<file path="config.mk">
export PLATFORM = sky130hd
export DESIGN_NAME = pepc_port_group
export DESIGN_NICKNAME = d
export VERILOG_FILES = /design/src/pepc_noise_filter.v /design/src/pepc_edge_detect.v /design/src/pepc_port_group.v
export VERILOG_INCLUDE_DIRS = /design/src
export SDC_FILE = /design/constraint.sdc
export NUM_CORES = 1
export LEC_CHECK = 0
export BUFFER_PORTS_ARGS = -buffer_cell sky130_fd_sc_hd__buf_2
export CAP_MARGIN = 5
export CORE_MARGIN = 10
export CORE_UTILIZATION = 53
export DETAILED_ROUTE_END_ITERATION = 8
export PLACE_DENSITY = 0.85
export SYNTH_ARGS = -nofsm -noshare
export SYNTH_HDL_FRONTEND = slang
export SYNTH_SLANG_ARGS = --single-unit
</file>
<file path="constraint.sdc">
create_clock -name clock_i -period 2.3 [get_ports clock_i]
set_clock_uncertainty 0.15 [all_clocks]
set_input_delay 0.46 -clock clock_i [delete_from_list [all_inputs] [get_ports clock_i]]
set_output_delay 0.46 -clock clock_i [all_outputs]
set_load 0.01 [all_outputs]
</file>
<file path="src/pepc_defines.vh">
`ifndef PEPC_DEFINES_VH
`define PEPC_DEFINES_VH
`define PEPC_ADDR_W 32
`define PEPC_OFF_P1_DATA 32'hFFFFF002
`define PEPC_OFF_P2_DATA 32'hFFFFF004
`define PEPC_OFF_P1_DIR 32'hFFFFF022
`define PEPC_OFF_P2_DIR 32'hFFFFF024
`define PEPC_OFF_P1_PU 32'hFFFFF0A2
`define PEPC_OFF_P2_PU 32'hFFFFF0A4
`define PEPC_OFF_P1_OD 32'h0FFFF0B0
`define PEPC_OFF_P2_OD 32'hFFFFF0B2
`define PEPC_OFF_RISE 32'hFFFFF0C0
`define PEPC_OFF_FALL 32'h0FFFF0C2
`define PEPC_RST_P1_DIR 8'h3F
`define PEPC_RST_P2_DIR 8'hFF
`define PEPC_RST_ZERO 8'h00
`define PEPC_P1_MASK 8'h3F
`define PEPC_P1_OD_MASK 8'h37
`define PEPC_P2_OD_MASK 8'h37
`define PEPC_FILT_SAMPLES 3
`endif

</file>
<file path="src/pepc_noise_filter.v">
`timescale 1ns/1ps
// Accepts a new level after SAMPLES equal consecutive samples
module pepc_noise_filter #(
	parameter SAMPLES = 3
) (
	input wire clock_i,
	input wire reset_n_i,
	input wire enable_i,
	input wire pin_i,
	output reg level_o
);
	reg [SAMPLES-2:0] hist;
	wire [SAMPLES-1:0] window;
	// The live pin is the newest sample, so only SAMPLES-1 are stored
	assign window = {hist, pin_i};
	always @(posedge clock_i or negedge reset_n_i)
	begin
		if (!reset_n_i)
		begin
			hist <= {(SAMPLES-1){1'b0}};
			level_o <= 1'b0;
		end
		else if (enable_i)
		begin
			hist <= window[SAMPLES-2:0];
			if (&window)
				level_o <= 1'b1;
			else if (~|window)
				level_o <= 1'b0;
		end
	end
endmodule

</file>
<file path="src/pepc_edge_detect.v">
`timescale 1ns/1ps
module pepc_edge_detect (
	input wire clock_i,
	input wire reset_n_i,
	input wire enable_i,
	input wire pin_i,
	input wire rise_en_i,
	input wire fall_en_i,
	output wire req_o
);
	reg prev;
	always @(posedge clock_i or negedge reset_n_i)
	begin
		if (!reset_n_i)
			prev <= 1'b0;
		else if (enable_i)
			prev <= pin_i;
	end
	// Held low while clock enable is low so no request repeats
	assign req_o = enable_i & ((rise_en_i & pin_i & ~prev) | (fall_en_i & ~pin_i & prev));
endmodule

</file>
<file path="src/pepc_port_group.v">
`timescale 1ns/1ps
`include "pepc_defines.vh"
module pepc_port_group #(
	parameter FILT_SAMPLES = `PEPC_FILT_SAMPLES
) (
	input wire clock_i,
	input wire reset_n_i,
	input wire clk_en_i,
	input wire [31:0] addr_i,
	input wire wr_i,
	input wire rd_i,
	input wire bit_access_i,
	input wire [2:0] bit_sel_i,
	input wire [7:0] wdata_i,
	output reg [7:0] rdata_o,
	input wire nmi_pin_i,
	input wire [6:0] ext_irq_pin_i,
	output wire nmi_req_o,
	output wire [6:0] ext_irq_req_o,
	input wire [5:0] p1_pin_i,
	output wire [5:0] p1_pin_o,
	output wire [5:0] p1_pin_oe_n_o,
	output wire [5:0] p1_pullup_o,
	input wire [5:0] p1_alt_out_i,
	input wire [7:0] p2_pin_i,
	output wire [7:0] p2_pin_o,
	output wire [7:0] p2_pin_oe_n_o,
	output wire [7:0] p2_pullup_o,
	input wire [7:0] p2_alt_out_i,
	output wire timer_input_two_o,
	output wire timer_input_three_o
);
	reg [7:0] falling_edge_select;
	reg [7:0] rising_edge_select;
	reg [7:0] port1_data_latch;
	reg [7:0] port1_direction;
	reg [7:0] port1_pullup_enable;
	reg [7:0] port1_open_drain_select;
	reg [7:0] port2_data_latch;
	reg [7:0] port2_direction;
	reg [7:0] port2_pullup_enable;
	reg [7:0] port2_open_drain_select;
	reg [7:0] cur;
	reg [7:0] next_val;
	reg hit;
	wire [7:0] p1_pins8;
	wire [7:0] p1_read;
	wire [7:0] p2_read;
	wire [7:0] p1_drive;
	wire [7:0] p2_drive;
	wire [7:0] irq_pins;
	wire [7:0] irq_req;
	wire wr_en;
	wire sel_p1_data;
	wire sel_p2_data;
	wire sel_p1_dir;
	wire sel_p2_dir;
	wire sel_p1_pu;
	wire sel_p2_pu;
	wire sel_p1_od;
	wire sel_p2_od;
	wire sel_rise;
	wire sel_fall;
	wire [7:0] next_port1_data_latch;
	wire [7:0] next_port2_data_latch;
	wire [7:0] next_port1_direction;
	wire [7:0] next_port2_direction;
	wire [7:0] next_port1_pullup_enable;
	wire [7:0] next_port2_pullup_enable;
	wire [7:0] next_port1_open_drain_select;
	wire [7:0] next_port2_open_drain_select;
	wire [7:0] next_rising_edge_select;
	wire [7:0] next_falling_edge_select;

	assign p1_pins8 = {2'b00, p1_pin_i};
	// Input bits show the pin, output bits the latch
	assign p1_read = ((p1_pins8 & port1_direction) | (port1_data_latch & ~port1_direction))
		& `PEPC_P1_MASK;
	assign p2_read = (p2_pin_i & port2_direction) | (port2_data_latch & ~port2_direction);

	assign wr_en = clk_en_i & wr_i;
	assign sel_p1_data = (addr_i == `PEPC_OFF_P1_DATA);
	assign sel_p2_data = (addr_i == `PEPC_OFF_P2_DATA);
	assign sel_p1_dir = (addr_i == `PEPC_OFF_P1_DIR);
	assign sel_p2_dir = (addr_i == `PEPC_OFF_P2_DIR);
	assign sel_p1_pu = (addr_i == `PEPC_OFF_P1_PU);
	assign sel_p2_pu = (addr_i == `PEPC_OFF_P2_PU);
	assign sel_p1_od = (addr_i == `PEPC_OFF_P1_OD);
	assign sel_p2_od = (addr_i == `PEPC_OFF_P2_OD);
	assign sel_rise = (addr_i == `PEPC_OFF_RISE);
	assign sel_fall = (addr_i == `PEPC_OFF_FALL);

	// Unimplemented bits are masked on the way in so they always read zero
	assign next_port1_data_latch = next_val & `PEPC_P1_MASK;
	assign next_port2_data_latch = next_val;
	assign next_port1_direction = next_val & `PEPC_P1_MASK;
	assign next_port2_direction = next_val;
	assign next_port1_pullup_enable = next_val & `PEPC_P1_MASK;
	assign next_port2_pullup_enable = next_val;
	assign next_port1_open_drain_select = next_val & `PEPC_P1_OD_MASK;
	assign next_port2_open_drain_select = next_val & `PEPC_P2_OD_MASK;
	assign next_rising_edge_select = next_val;
	assign next_falling_edge_select = next_val;

	// Current value of addressed register for bit merges and reads
	always @*
	begin
		hit = 1'b1;
		case (addr_i)
			`PEPC_OFF_P1_DATA: cur = p1_read;
			`PEPC_OFF_P2_DATA: cur = p2_read;
			`PEPC_OFF_P1_DIR: cur = port1_direction;
			`PEPC_OFF_P2_DIR: cur = port2_direction;
			`PEPC_OFF_P1_PU: cur = port1_pullup_enable;
			`PEPC_OFF_P2_PU: cur = port2_pullup_enable;
			`PEPC_OFF_P1_OD: cur = port1_open_drain_select;
			`PEPC_OFF_P2_OD: cur = port2_open_drain_select;
			`PEPC_OFF_RISE: cur = rising_edge_select;
			`PEPC_OFF_FALL: cur = falling_edge_select;
			default:
			begin
				cur = 8'h00;
				hit = 1'b0;
			end
		endcase
	end

	// Bit writes modify one bit; a read-modify of data uses the latch
	// for unselected bits so input pin levels never leak into it
	always @*
	begin
		if (addr_i == `PEPC_OFF_P1_DATA)
			next_val = port1_data_latch;
		else if (addr_i == `PEPC_OFF_P2_DATA)
			next_val = port2_data_latch;
		else
			next_val = cur;
		if (bit_access_i)
			next_val[bit_sel_i] = wdata_i[0];
		else
			next_val = wdata_i;
	end

	always @(posedge clock_i or negedge reset_n_i)
	begin
		if (!reset_n_i)
			falling_edge_select <= `PEPC_RST_ZERO;
		else if (wr_en && sel_fall)
			falling_edge_select <= next_falling_edge_select;
	end

	always @(posedge clock_i or negedge reset_n_i)
	begin
		if (!reset_n_i)
			rising_edge_select <= `PEPC_RST_ZERO;
		else if (wr_en && sel_rise)
			rising_edge_select <= next_rising_edge_select;
	end

	always @(posedge clock_i or negedge reset_n_i)
	begin
		if (!reset_n_i)
			port1_data_latch <= `PEPC_RST_ZERO;
		else if (wr_en && sel_p1_data)
			port1_data_latch <= next_port1_data_latch;
	end

	always @(posedge clock_i or negedge reset_n_i)
	begin
		if (!reset_n_i)
			port1_direction <= `PEPC_RST_P1_DIR;
		else if (wr_en && sel_p1_dir)
			port1_direction <= next_port1_direction;
	end

	always @(posedge clock_i or negedge reset_n_i)
	begin
		if (!reset_n_i)
			port1_pullup_enable <= `PEPC_RST_ZERO;
		else if (wr_en && sel_p1_pu)
			port1_pullup_enable <= next_port1_pullup_enable;
	end

	always @(posedge clock_i or negedge reset_n_i)
	begin
		if (!reset_n_i)
			port1_open_drain_select <= `PEPC_RST_ZERO;
		else if (wr_en && sel_p1_od)
			port1_open_drain_select <= next_port1_open_drain_select;
	end

	always @(posedge clock_i or negedge reset_n_i)
	begin
		if (!reset_n_i)
			port2_data_latch <= `PEPC_RST_ZERO;
		else if (wr_en && sel_p2_data)
			port2_data_latch <= next_port2_data_latch;
	end

	always @(posedge clock_i or negedge reset_n_i)
	begin
		if (!reset_n_i)
			port2_direction <= `PEPC_RST_P2_DIR;
		else if (wr_en && sel_p2_dir)
			port2_direction <= next_port2_direction;
	end

	always @(posedge clock_i or negedge reset_n_i)
	begin
		if (!reset_n_i)
			port2_pullup_enable <= `PEPC_RST_ZERO;
		else if (wr_en && sel_p2_pu)
			port2_pullup_enable <= next_port2_pullup_enable;
	end

	always @(posedge clock_i or negedge reset_n_i)
	begin
		if (!reset_n_i)
			port2_open_drain_select <= `PEPC_RST_ZERO;
		else if (wr_en && sel_p2_od)
			port2_open_drain_select <= next_port2_open_drain_select;
	end

	// Read data registered; unmapped reads return zero
	always @(posedge clock_i or negedge reset_n_i)
	begin
		if (!reset_n_i)
			rdata_o <= 8'h00;
		else if (clk_en_i && rd_i)
		begin
			if (bit_access_i)
				rdata_o <= {7'h00, cur[bit_sel_i]};
			else
				rdata_o <= hit ? cur : 8'h00;
		end
	end

	// Alternate outputs ORed into the latch; software keeps latch at 0
	assign p1_drive = port1_data_latch | {2'b00, p1_alt_out_i};
	assign p2_drive = port2_data_latch | p2_alt_out_i;

	// Open-drain bits release instead of driving high
	assign p1_pin_o = p1_drive[5:0];
	assign p1_pin_oe_n_o = port1_direction[5:0]
		| (port1_open_drain_select[5:0] & p1_drive[5:0]);
	assign p1_pullup_o = port1_pullup_enable[5:0];
	assign p2_pin_o = p2_drive;
	assign p2_pin_oe_n_o = port2_direction
		| (port2_open_drain_select & p2_drive);
	assign p2_pullup_o = port2_pullup_enable;

	// Timer inputs pass the sampling noise filter
	pepc_noise_filter #(
		.SAMPLES(FILT_SAMPLES)
	) u_filt_ti2 (
		.clock_i(clock_i),
		.reset_n_i(reset_n_i),
		.enable_i(clk_en_i),
		.pin_i(p2_pin_i[6]),
		.level_o(timer_input_two_o)
	);

	pepc_noise_filter #(
		.SAMPLES(FILT_SAMPLES)
	) u_filt_ti3 (
		.clock_i(clock_i),
		.reset_n_i(reset_n_i),
		.enable_i(clk_en_i),
		.pin_i(p2_pin_i[7]),
		.level_o(timer_input_three_o)
	);

	assign irq_pins = {ext_irq_pin_i, nmi_pin_i};

	genvar g;
	generate
		for (g = 0; g < 8; g = g + 1)
		begin : g_edge
			pepc_edge_detect u_edge (
				.clock_i(clock_i),
				.reset_n_i(reset_n_i),
				.enable_i(clk_en_i),
				.pin_i(irq_pins[g]),
				.rise_en_i(rising_edge_select[g]),
				.fall_en_i(falling_edge_select[g]),
				.req_o(irq_req[g])
			);
		end
	endgenerate

	assign nmi_req_o = irq_req[0];
	assign ext_irq_req_o = irq_req[7:1];
endmodule

</file>
==> results of run 1 <==
[stage by stage]
stage | cells | power [uW] | setup slack (ns)
finish | 1029 | 3350 | -0.154
global route | 1028 | 3440 | -0.229
CTS | 1008 | 3250 | 0.000534
detailed placement | 987 | 2130 | -0.874
global placement | 987 | 2110 | -0.850
floorplan | 628 | 1840 | -0.0498
[flip-flops by register name, indices dropped and copies added (netlist names), 2 cells and up]
| name | flops |
|---|---|
| port1_pullup_enable | 6 |
| rdata_o | 8 |
| falling_edge_select | 8 |
| port1_direction | 6 |
| port1_data_latch | 6 |
| port2_open_drain_select | 5 |
| u_filt_ti2.hist | 2 |
| p2_pullup_o | 8 |
| rising_edge_select | 8 |
| u_filt_ti3.hist | 2 |
| port2_data_latch | 8 |
| g_edge.u_edge.prev | 8 |
| port2_direction | 8 |
| port1_open_drain_select | 5 |
[worst reg2reg max path: cells and delay by family, from the launching register on]
kind | cells | cell delay [ns]
and+or+nand+nor | 3 | 0.41
buffers and inverters | 1 | 0.18
AOI/OAI and AO/OA | 4 | 1.01
DFF | 1 | 0.57
[path summary, 6_finish.rpt]
path | startpoint | end | slack, ns | cells past startpoint
max | addr_i[2] | port1_direction[2]$_DFFE_PN1P_ | -0.15 | 10
min in group asynchronous | reset_n_i | port2_data_latch[2]$_DFFE_PN0P_ | 0.30 | 2
max reg2reg | port1_direction[2]$_DFFE_PN1P_ | port1_open_drain_select[2]$_DFFE_PN0P_ | -0.13 | 8
min reg2reg | rdata_o[7]$_DFFE_PN0P_ | rdata_o[7]$_DFFE_PN0P_ | 0.33 | 2
min | ext_irq_pin_i[6] | g_edge[7].u_edge.prev$_DFFE_PN0P_ | 0.18 | 2
max in group asynchronous | reset_n_i | port2_direction[0]$_DFFE_PN1P_ | 1.05 | 3
[layout make-up]
type,count,area (um2)
timing repair buffer,294,2050
antenna,1,2.50
tap,133,166
clock buffer,10,128
multi-input combinational,487,3270
fill,647,1880
clock inverter,6,71.3
sequential,90,2270
inverter,8,33.8
[timing repair]
action,in CTS,in global routing
hold endpoints to repair,10,0
resized for setup,20,124
pin swaps,9,35
cloned,0,2
hold buffers,1,0
setup endpoints to repair,37,66
setup buffers,4,20
[metal layers]
layer | routed length [um] | global-route usage | vias up
met2 | 10700 | 0.469 | 533
met3 | 2690 | 0.0689 | 155
met5 | 0 | 0 | -
met4 | 1350 | 0.108 | 0
li1 | - | - | 2816
met1 | 8700 | 0.358 | 3120
[layout by cell type (no fill, tap or decap), types with 11 or more instances in the layout]
master / synthesis / final
nand4_1: 29 / 29
nand3_1: 15 / 14
o21ai_1: 8 / 12
or2_2: 17 / 17
dfstp_2: 14 / 14
a21oi_1: 36 / 29
a21o_1: 12 / 12
buf_6: 0 / 14
and2_1: 16 / 16
o21ai_2: 0 / 27
nor2_1: 50 / 46
o21ai_0: 62 / 31
dfrtp_1: 76 / 76
mux2_2: 21 / 21
nand3b_1: 11 / 11
buf_4: 12 / 127
nand2_1: 92 / 90
buf_2: 9 / 140
[where the power goes]
part           internal [uW]  switching [uW]  leakage [uW]  total (uW)
clock                    517             647     0.0000992        1160
sequential              1610            22.0       0.00117        1630
combinational            255             297       0.00248         552
[logic make-up after synthesis]
group           Yosys count
compound gates          170
buf+inv                  51
flops                    90
mux                      24
simple gates            293
==> flow_summary_export.csv, run 1 <==
group,metric,value,unit
logic_synthesis,synthTopCellsByArea,"dfrtp_1, dfstp_2, nand2_1",
logic_synthesis,syn_area_per_cell,8.60,um2
final_layout,syn2layout_area_growth,48.0,%
logic_synthesis,synth_edf_count,0,
logic_synthesis,yosys_warnings,0,
clock_tree,cts_buffer_depth,2,
outcome,violations,"negative setup slack",
timing,hold_viol,0,
floorplan,die_width,121,um
logic_synthesis,synth_compound_area_frac,0.198,
routing,drtAntennaViolNets,0,
global_route,grt_pass1_wl,33100,um
logic_synthesis,synth_xor_area_frac,0,
clock_tree,root_buffer,"clkbuf_8",
logic_synthesis,synth_top_family_by_area,"simple AND/OR/NAND/NOR gates",
logic_synthesis,synth-simple-area-share,0.286,
routing,avgRoutedWirePerCell,22.8,um
logic_synthesis,synth_area_leader_cell,"dfrtp_1",
power,power.leakage,0.00375,uW
worst_setup_path,crit_required,2.44,ns
global_route,antenna_found_initial,0,
logic_synthesis,seq_area_frac_synth,0.420,
floorplan,boundaryPins,145,
hold_path,min-delay-path-class,"in -> reg",
global_route,grt_pass1_vias,6180,
clock_tree,htree_levels,3,
routing,drc,0,
final_layout,nets,975,
logic_synthesis,async_flop_share,1.00,
worst_setup_path,crit_type,"in -> reg",
logic_synthesis,yosysMostFrequentCell,"nand2_1",
outcome,outcome,"finished with violations",
timing,slew_headroom,0.653,
floorplan,row_count,36,
global_route,overflow,0,
timing,rsz0062_at_grt,"yes",
place,dp_hpwl,17100,um
routing,drtPass1Iterations,6,
timing,setup_viol,51,
worst_setup_path,slowest_stage,"o211ai_1",
global_route,grt_max_degree,53,
logic_synthesis,synth_top_area_share,0.352,
clock_tree,cts_buffers,9,
logic_synthesis,synth.area.mux_share,0.0494,
worst_setup_path,cp_max_fo,9,
place,placed_area,7100,um2
global_route,grt_usage,0.287,
place,gp_congestion,1.03,
routing,drt_iter0_drc,978,
power,power_density,419,nW/um2
worst_setup_path,critPathLaunchType,"input pin",
timing,drv_slew,0,
logic_synthesis,yosysUniqueCellTypes,64,
timing,fin_crit,2.45,ns
worst_setup_path,worst-path-buf-inv,3,
clock_tree,path_clk_slew,0.10,ns
floorplan,start_util,0.547,
logic_synthesis,syn_area,5400,um2
routing,drt_wl_total,23400,um
final_layout,final_util,0.810,
worst_setup_path,crit_path_end_kind,"flop",
logic_synthesis,synth_nets,713,
timing,fmax,408,MHz
run,drv_cap,0,
clock_tree,cts_tree,"yes",
worst_setup_path,critPathArrivalTime,2.60,ns
logic_synthesis,ys_ff_latch,90,
timing,setup_tns,-3.63,ns
clock_tree,clk_latency,0.38,ns
floorplan,core,9860,um2
worst_setup_path,path_cells,"buf_2 > nor4b_4 > buf_4 > nand4_1 > o211ai_1 > nor3_2 > nor2_2 > a311oi_4 > buf_12 > a21oi_1",
power,ir_worst_vdd,0.000434,V
worst_setup_path,critical-path-top-delay-family,"simple AND/OR/NAND/NOR gates",
logic_synthesis,ys_top_cells_by_count,"nand2_1, dfrtp_1, o21ai_0",
place,io_buffer_count,144,
clock_tree,clock_sinks,90,
timing,whs,0.178,ns
logic_synthesis,yosys_most_used_dff,"dfrtp_1",
logic_synthesis,synthAdderAreaFrac,0,
floorplan,die_h,121,um
floorplan,die_area,14600,um2
timing,tightest_slew,0.519,ns
timing,setup_ws,-0.154,ns
routing,vias,6624,
worst_setup_path,critPathMaxStageDelay,0.35,ns
final_layout,final_area,7990,um2
timing,fin_crit_sh,1.07,
logic_synthesis,postSynthCellCount,628,
final_layout,drive_gt1_frac,0.495,
routing,vias_per_cell,6.44,
(Power assumes the default switching activity.)
==> inputs of run 2 (changes only) <==
clock period = 2.55 ns   (was 2.3 ns; I/O delays follow)
==> run 2 against run 1 <==
The run now ends clean. Worst setup slack gained 0.21 ns. Sequential power fell by 9.8%. Combinational power fell by 25%. Utilization fell by 7.1 points. Clock-buffer cell count down 1. First-iteration DRC count fell by 24%. Cell count fell by 2.9%. Global-route usage shrank 1.1 points. Critical path type unchanged. Highest routed layer unchanged.
==> flow_summary_export.csv, run 2 (synthesis results as in run 1) <==
group,metric,value,unit
outcome,outcome,"complete, no violations",
routing,drc,0,
final_layout,nets,946,
timing,tightest_slew,0.612,ns
power,power,2920,uW
global_route,grt_usage,0.276,
worst_setup_path,critPathArrivalTime,2.60,ns
worst_setup_path,critPathLaunchType,"input pin",
floorplan,row_count,36,
clock_tree,htree_levels,3,
clock_tree,cts_tree,"yes",
global_route,grtUsageMet3,0.0810,
routing,drt_wl_total,20600,um
timing,slew_headroom,0.588,
power,seq_power_share,0.505,
place,gp_congestion,1.02,
power,power.leakage,0.00346,uW
global_route,grt_pass1_wl,31900,um
power,clkPwrFrac,0.353,
timing,fin_crit_sh,0.977,
timing,drv_slew,0,
clock_tree,cts_buffers,9,
hold_path,hold_path_end,"g_edge[0].u_edge.prev$_DFFE_PN0P_",
clock_tree,clock_sinks,90,
clock_tree,cts_buffer_depth,2,
place,place_ws,-0.719,ns
clock_tree,path_clk_slew,0.09,ns
global_route,grt_pass1_vias,6063,
routing,avgRoutedWirePerCell,20.6,um
final_layout,num_antenna_cells,0,
timing,fmax,402,MHz
final_layout,syn2layout_area_growth,35.0,%
timing,setup_viol,0,
power,p_comb_frac,0.143,
floorplan,die_area,14600,um2
final_layout,final_cell_mix,"buf_2, buf_4, nand2_1",
worst_setup_path,crit_required,2.66,ns
clock_tree,clk_latency,0.39,ns
worst_setup_path,cp_max_fo,11,
power,switchingPower,816,uW
worst_setup_path,r2r_cells,8,
power,power_density,401,nW/um2
timing,hold_viol,0,
final_layout,drive_gt1_frac,0.405,
power,ir_worst_vdd,0.000404,V
place,dp.cells,980,
power,netSwitchingFraction,0.279,
routing,vias_per_cell,6.08,
hold_path,hold_path_depth,2,
timing,setup_tns,0,ns
global_route,grt_max_degree,69,
place,dp_hpwl,16500,um
timing,setup_ws,0.0596,ns
clock_tree,root_buffer,"clkbuf_8",
timing,rsz0062_at_grt,"no",
global_route,grt_use_met2,0.457,
final_layout,fill_cells,780,
routing,drtAntennaViolNets,0,
worst_setup_path,timing.rr.end,"port2_data_latch[2]$_DFFE_PN0P_",
final_layout,fin_cells,999,
floorplan,start_util,0.547,
routing,drt_iter0_drc,740,
worst_setup_path,crit_type,"in -> reg",
hold_path,min_from,"nmi_pin_i",
global_route,antenna_found_initial,1,
global_route,top_usage_layer,"met2",
worst_setup_path,crit-reg2reg-launch,"port1_direction[2]$_DFFE_PN1P_",
place,io_buffer_count,144,
floorplan,core,9860,um2
worst_setup_path,reg2reg_slack,0.14,ns
floorplan,die_width,121,um
run,drv_cap,0,
timing,fin_crit,2.49,ns
floorplan,boundaryPins,145,
global_route,overflow,0,
power,p_int,2100,uW
hold_path,min-delay-path-class,"in -> reg",
routing,vias,6070,
worst_setup_path,crit_path_end_kind,"flop",
global_route,use_met1,0.329,
final_layout,final_common_cell,"buf_2",
floorplan,die_h,121,um
routing,drtPass1Iterations,7,
## run 2: final cells by class
cell class / count / area, um2 / share of cell area
clock inverters: 7 / 76.3 / 0.0105
flip-flops and latches: 90 / 2270 / 0.311
inverters: 8 / 30.0 / 0.00412
clock buffers: 9 / 124 / 0.0170
multi-input cells: 487 / 2930 / 0.402
repair buffers: 265 / 1690 / 0.232
well taps: 133 / 166 / 0.0228
## run 2: through the flow
stage	hold slack [ns]	instance area, um2	util
global route	0.218	7290	0.739
global placement	0.276	7010	0.711
finish	0.226	7290	0.739
CTS	0.215	7240	0.734
detailed placement	0.281	7010	0.711
floorplan	0.0644	5400	-
## run 2: worst max path at each step
stage | from | end | slack (ns) | depth (start not counted)
global placement | addr_i[7] | port2_data_latch[5]$_DFFE_PN0P_ | -0.73 | 10
finish | addr_i[7] | rising_edge_select[5]$_DFFE_PN0P_ | 0.06 | 10
CTS | addr_i[7] | port1_pullup_enable[5]$_DFFE_PN0P_ | 0.007 | 10
detailed placement | addr_i[7] | rising_edge_select[5]$_DFFE_PN0P_ | -0.72 | 10
floorplan | addr_i[9] | port1_data_latch[2]$_DFFE_PN0P_ | 0.09 | 6
global route | addr_i[7] | rising_edge_select[5]$_DFFE_PN0P_ | 0.003 | 10
## run 2: timing repair
item                                    4_1_cts  5_1_grt
hold buffers                                  1        0
pin swaps                                     1        3
gates resized for setup                       2       11
endpoints found under the hold margin        15        0
buffers inserted                              1        1
endpoints found under the setup margin       10       22
## run 2: metal layers
metal,up-vias,share of wire
li1,2754,-
met4,0,0.033
met1,2867,0.38
met3,63,0.11
met2,386,0.48
met5,-,0
## run 2: power by group through the flow
| stage | Clock [uW] | Sequential [uW] | Combinational, uW |
|---|---|---|---|
| floorplan | 0 | 1500 | 157 |
| global placement | 0 | 1500 | 391 |
| detailed placement | 0 | 1500 | 403 |
| CTS | 1040 | 1470 | 406 |
| global route | 1110 | 1480 | 448 |
| finish | 1030 | 1470 | 416 |
## run 2: worst max-delay path, stage by stage
cell and delay, ns:
buf_2 0.17, buf_6 0.18, mux2_2 0.35, a221oi_2 0.29, nor2_1 0.12, nor3_2 0.31
o2bb2ai_1 0.16, a21oi_2 0.24, buf_6 0.17, o21ai_0 0.09
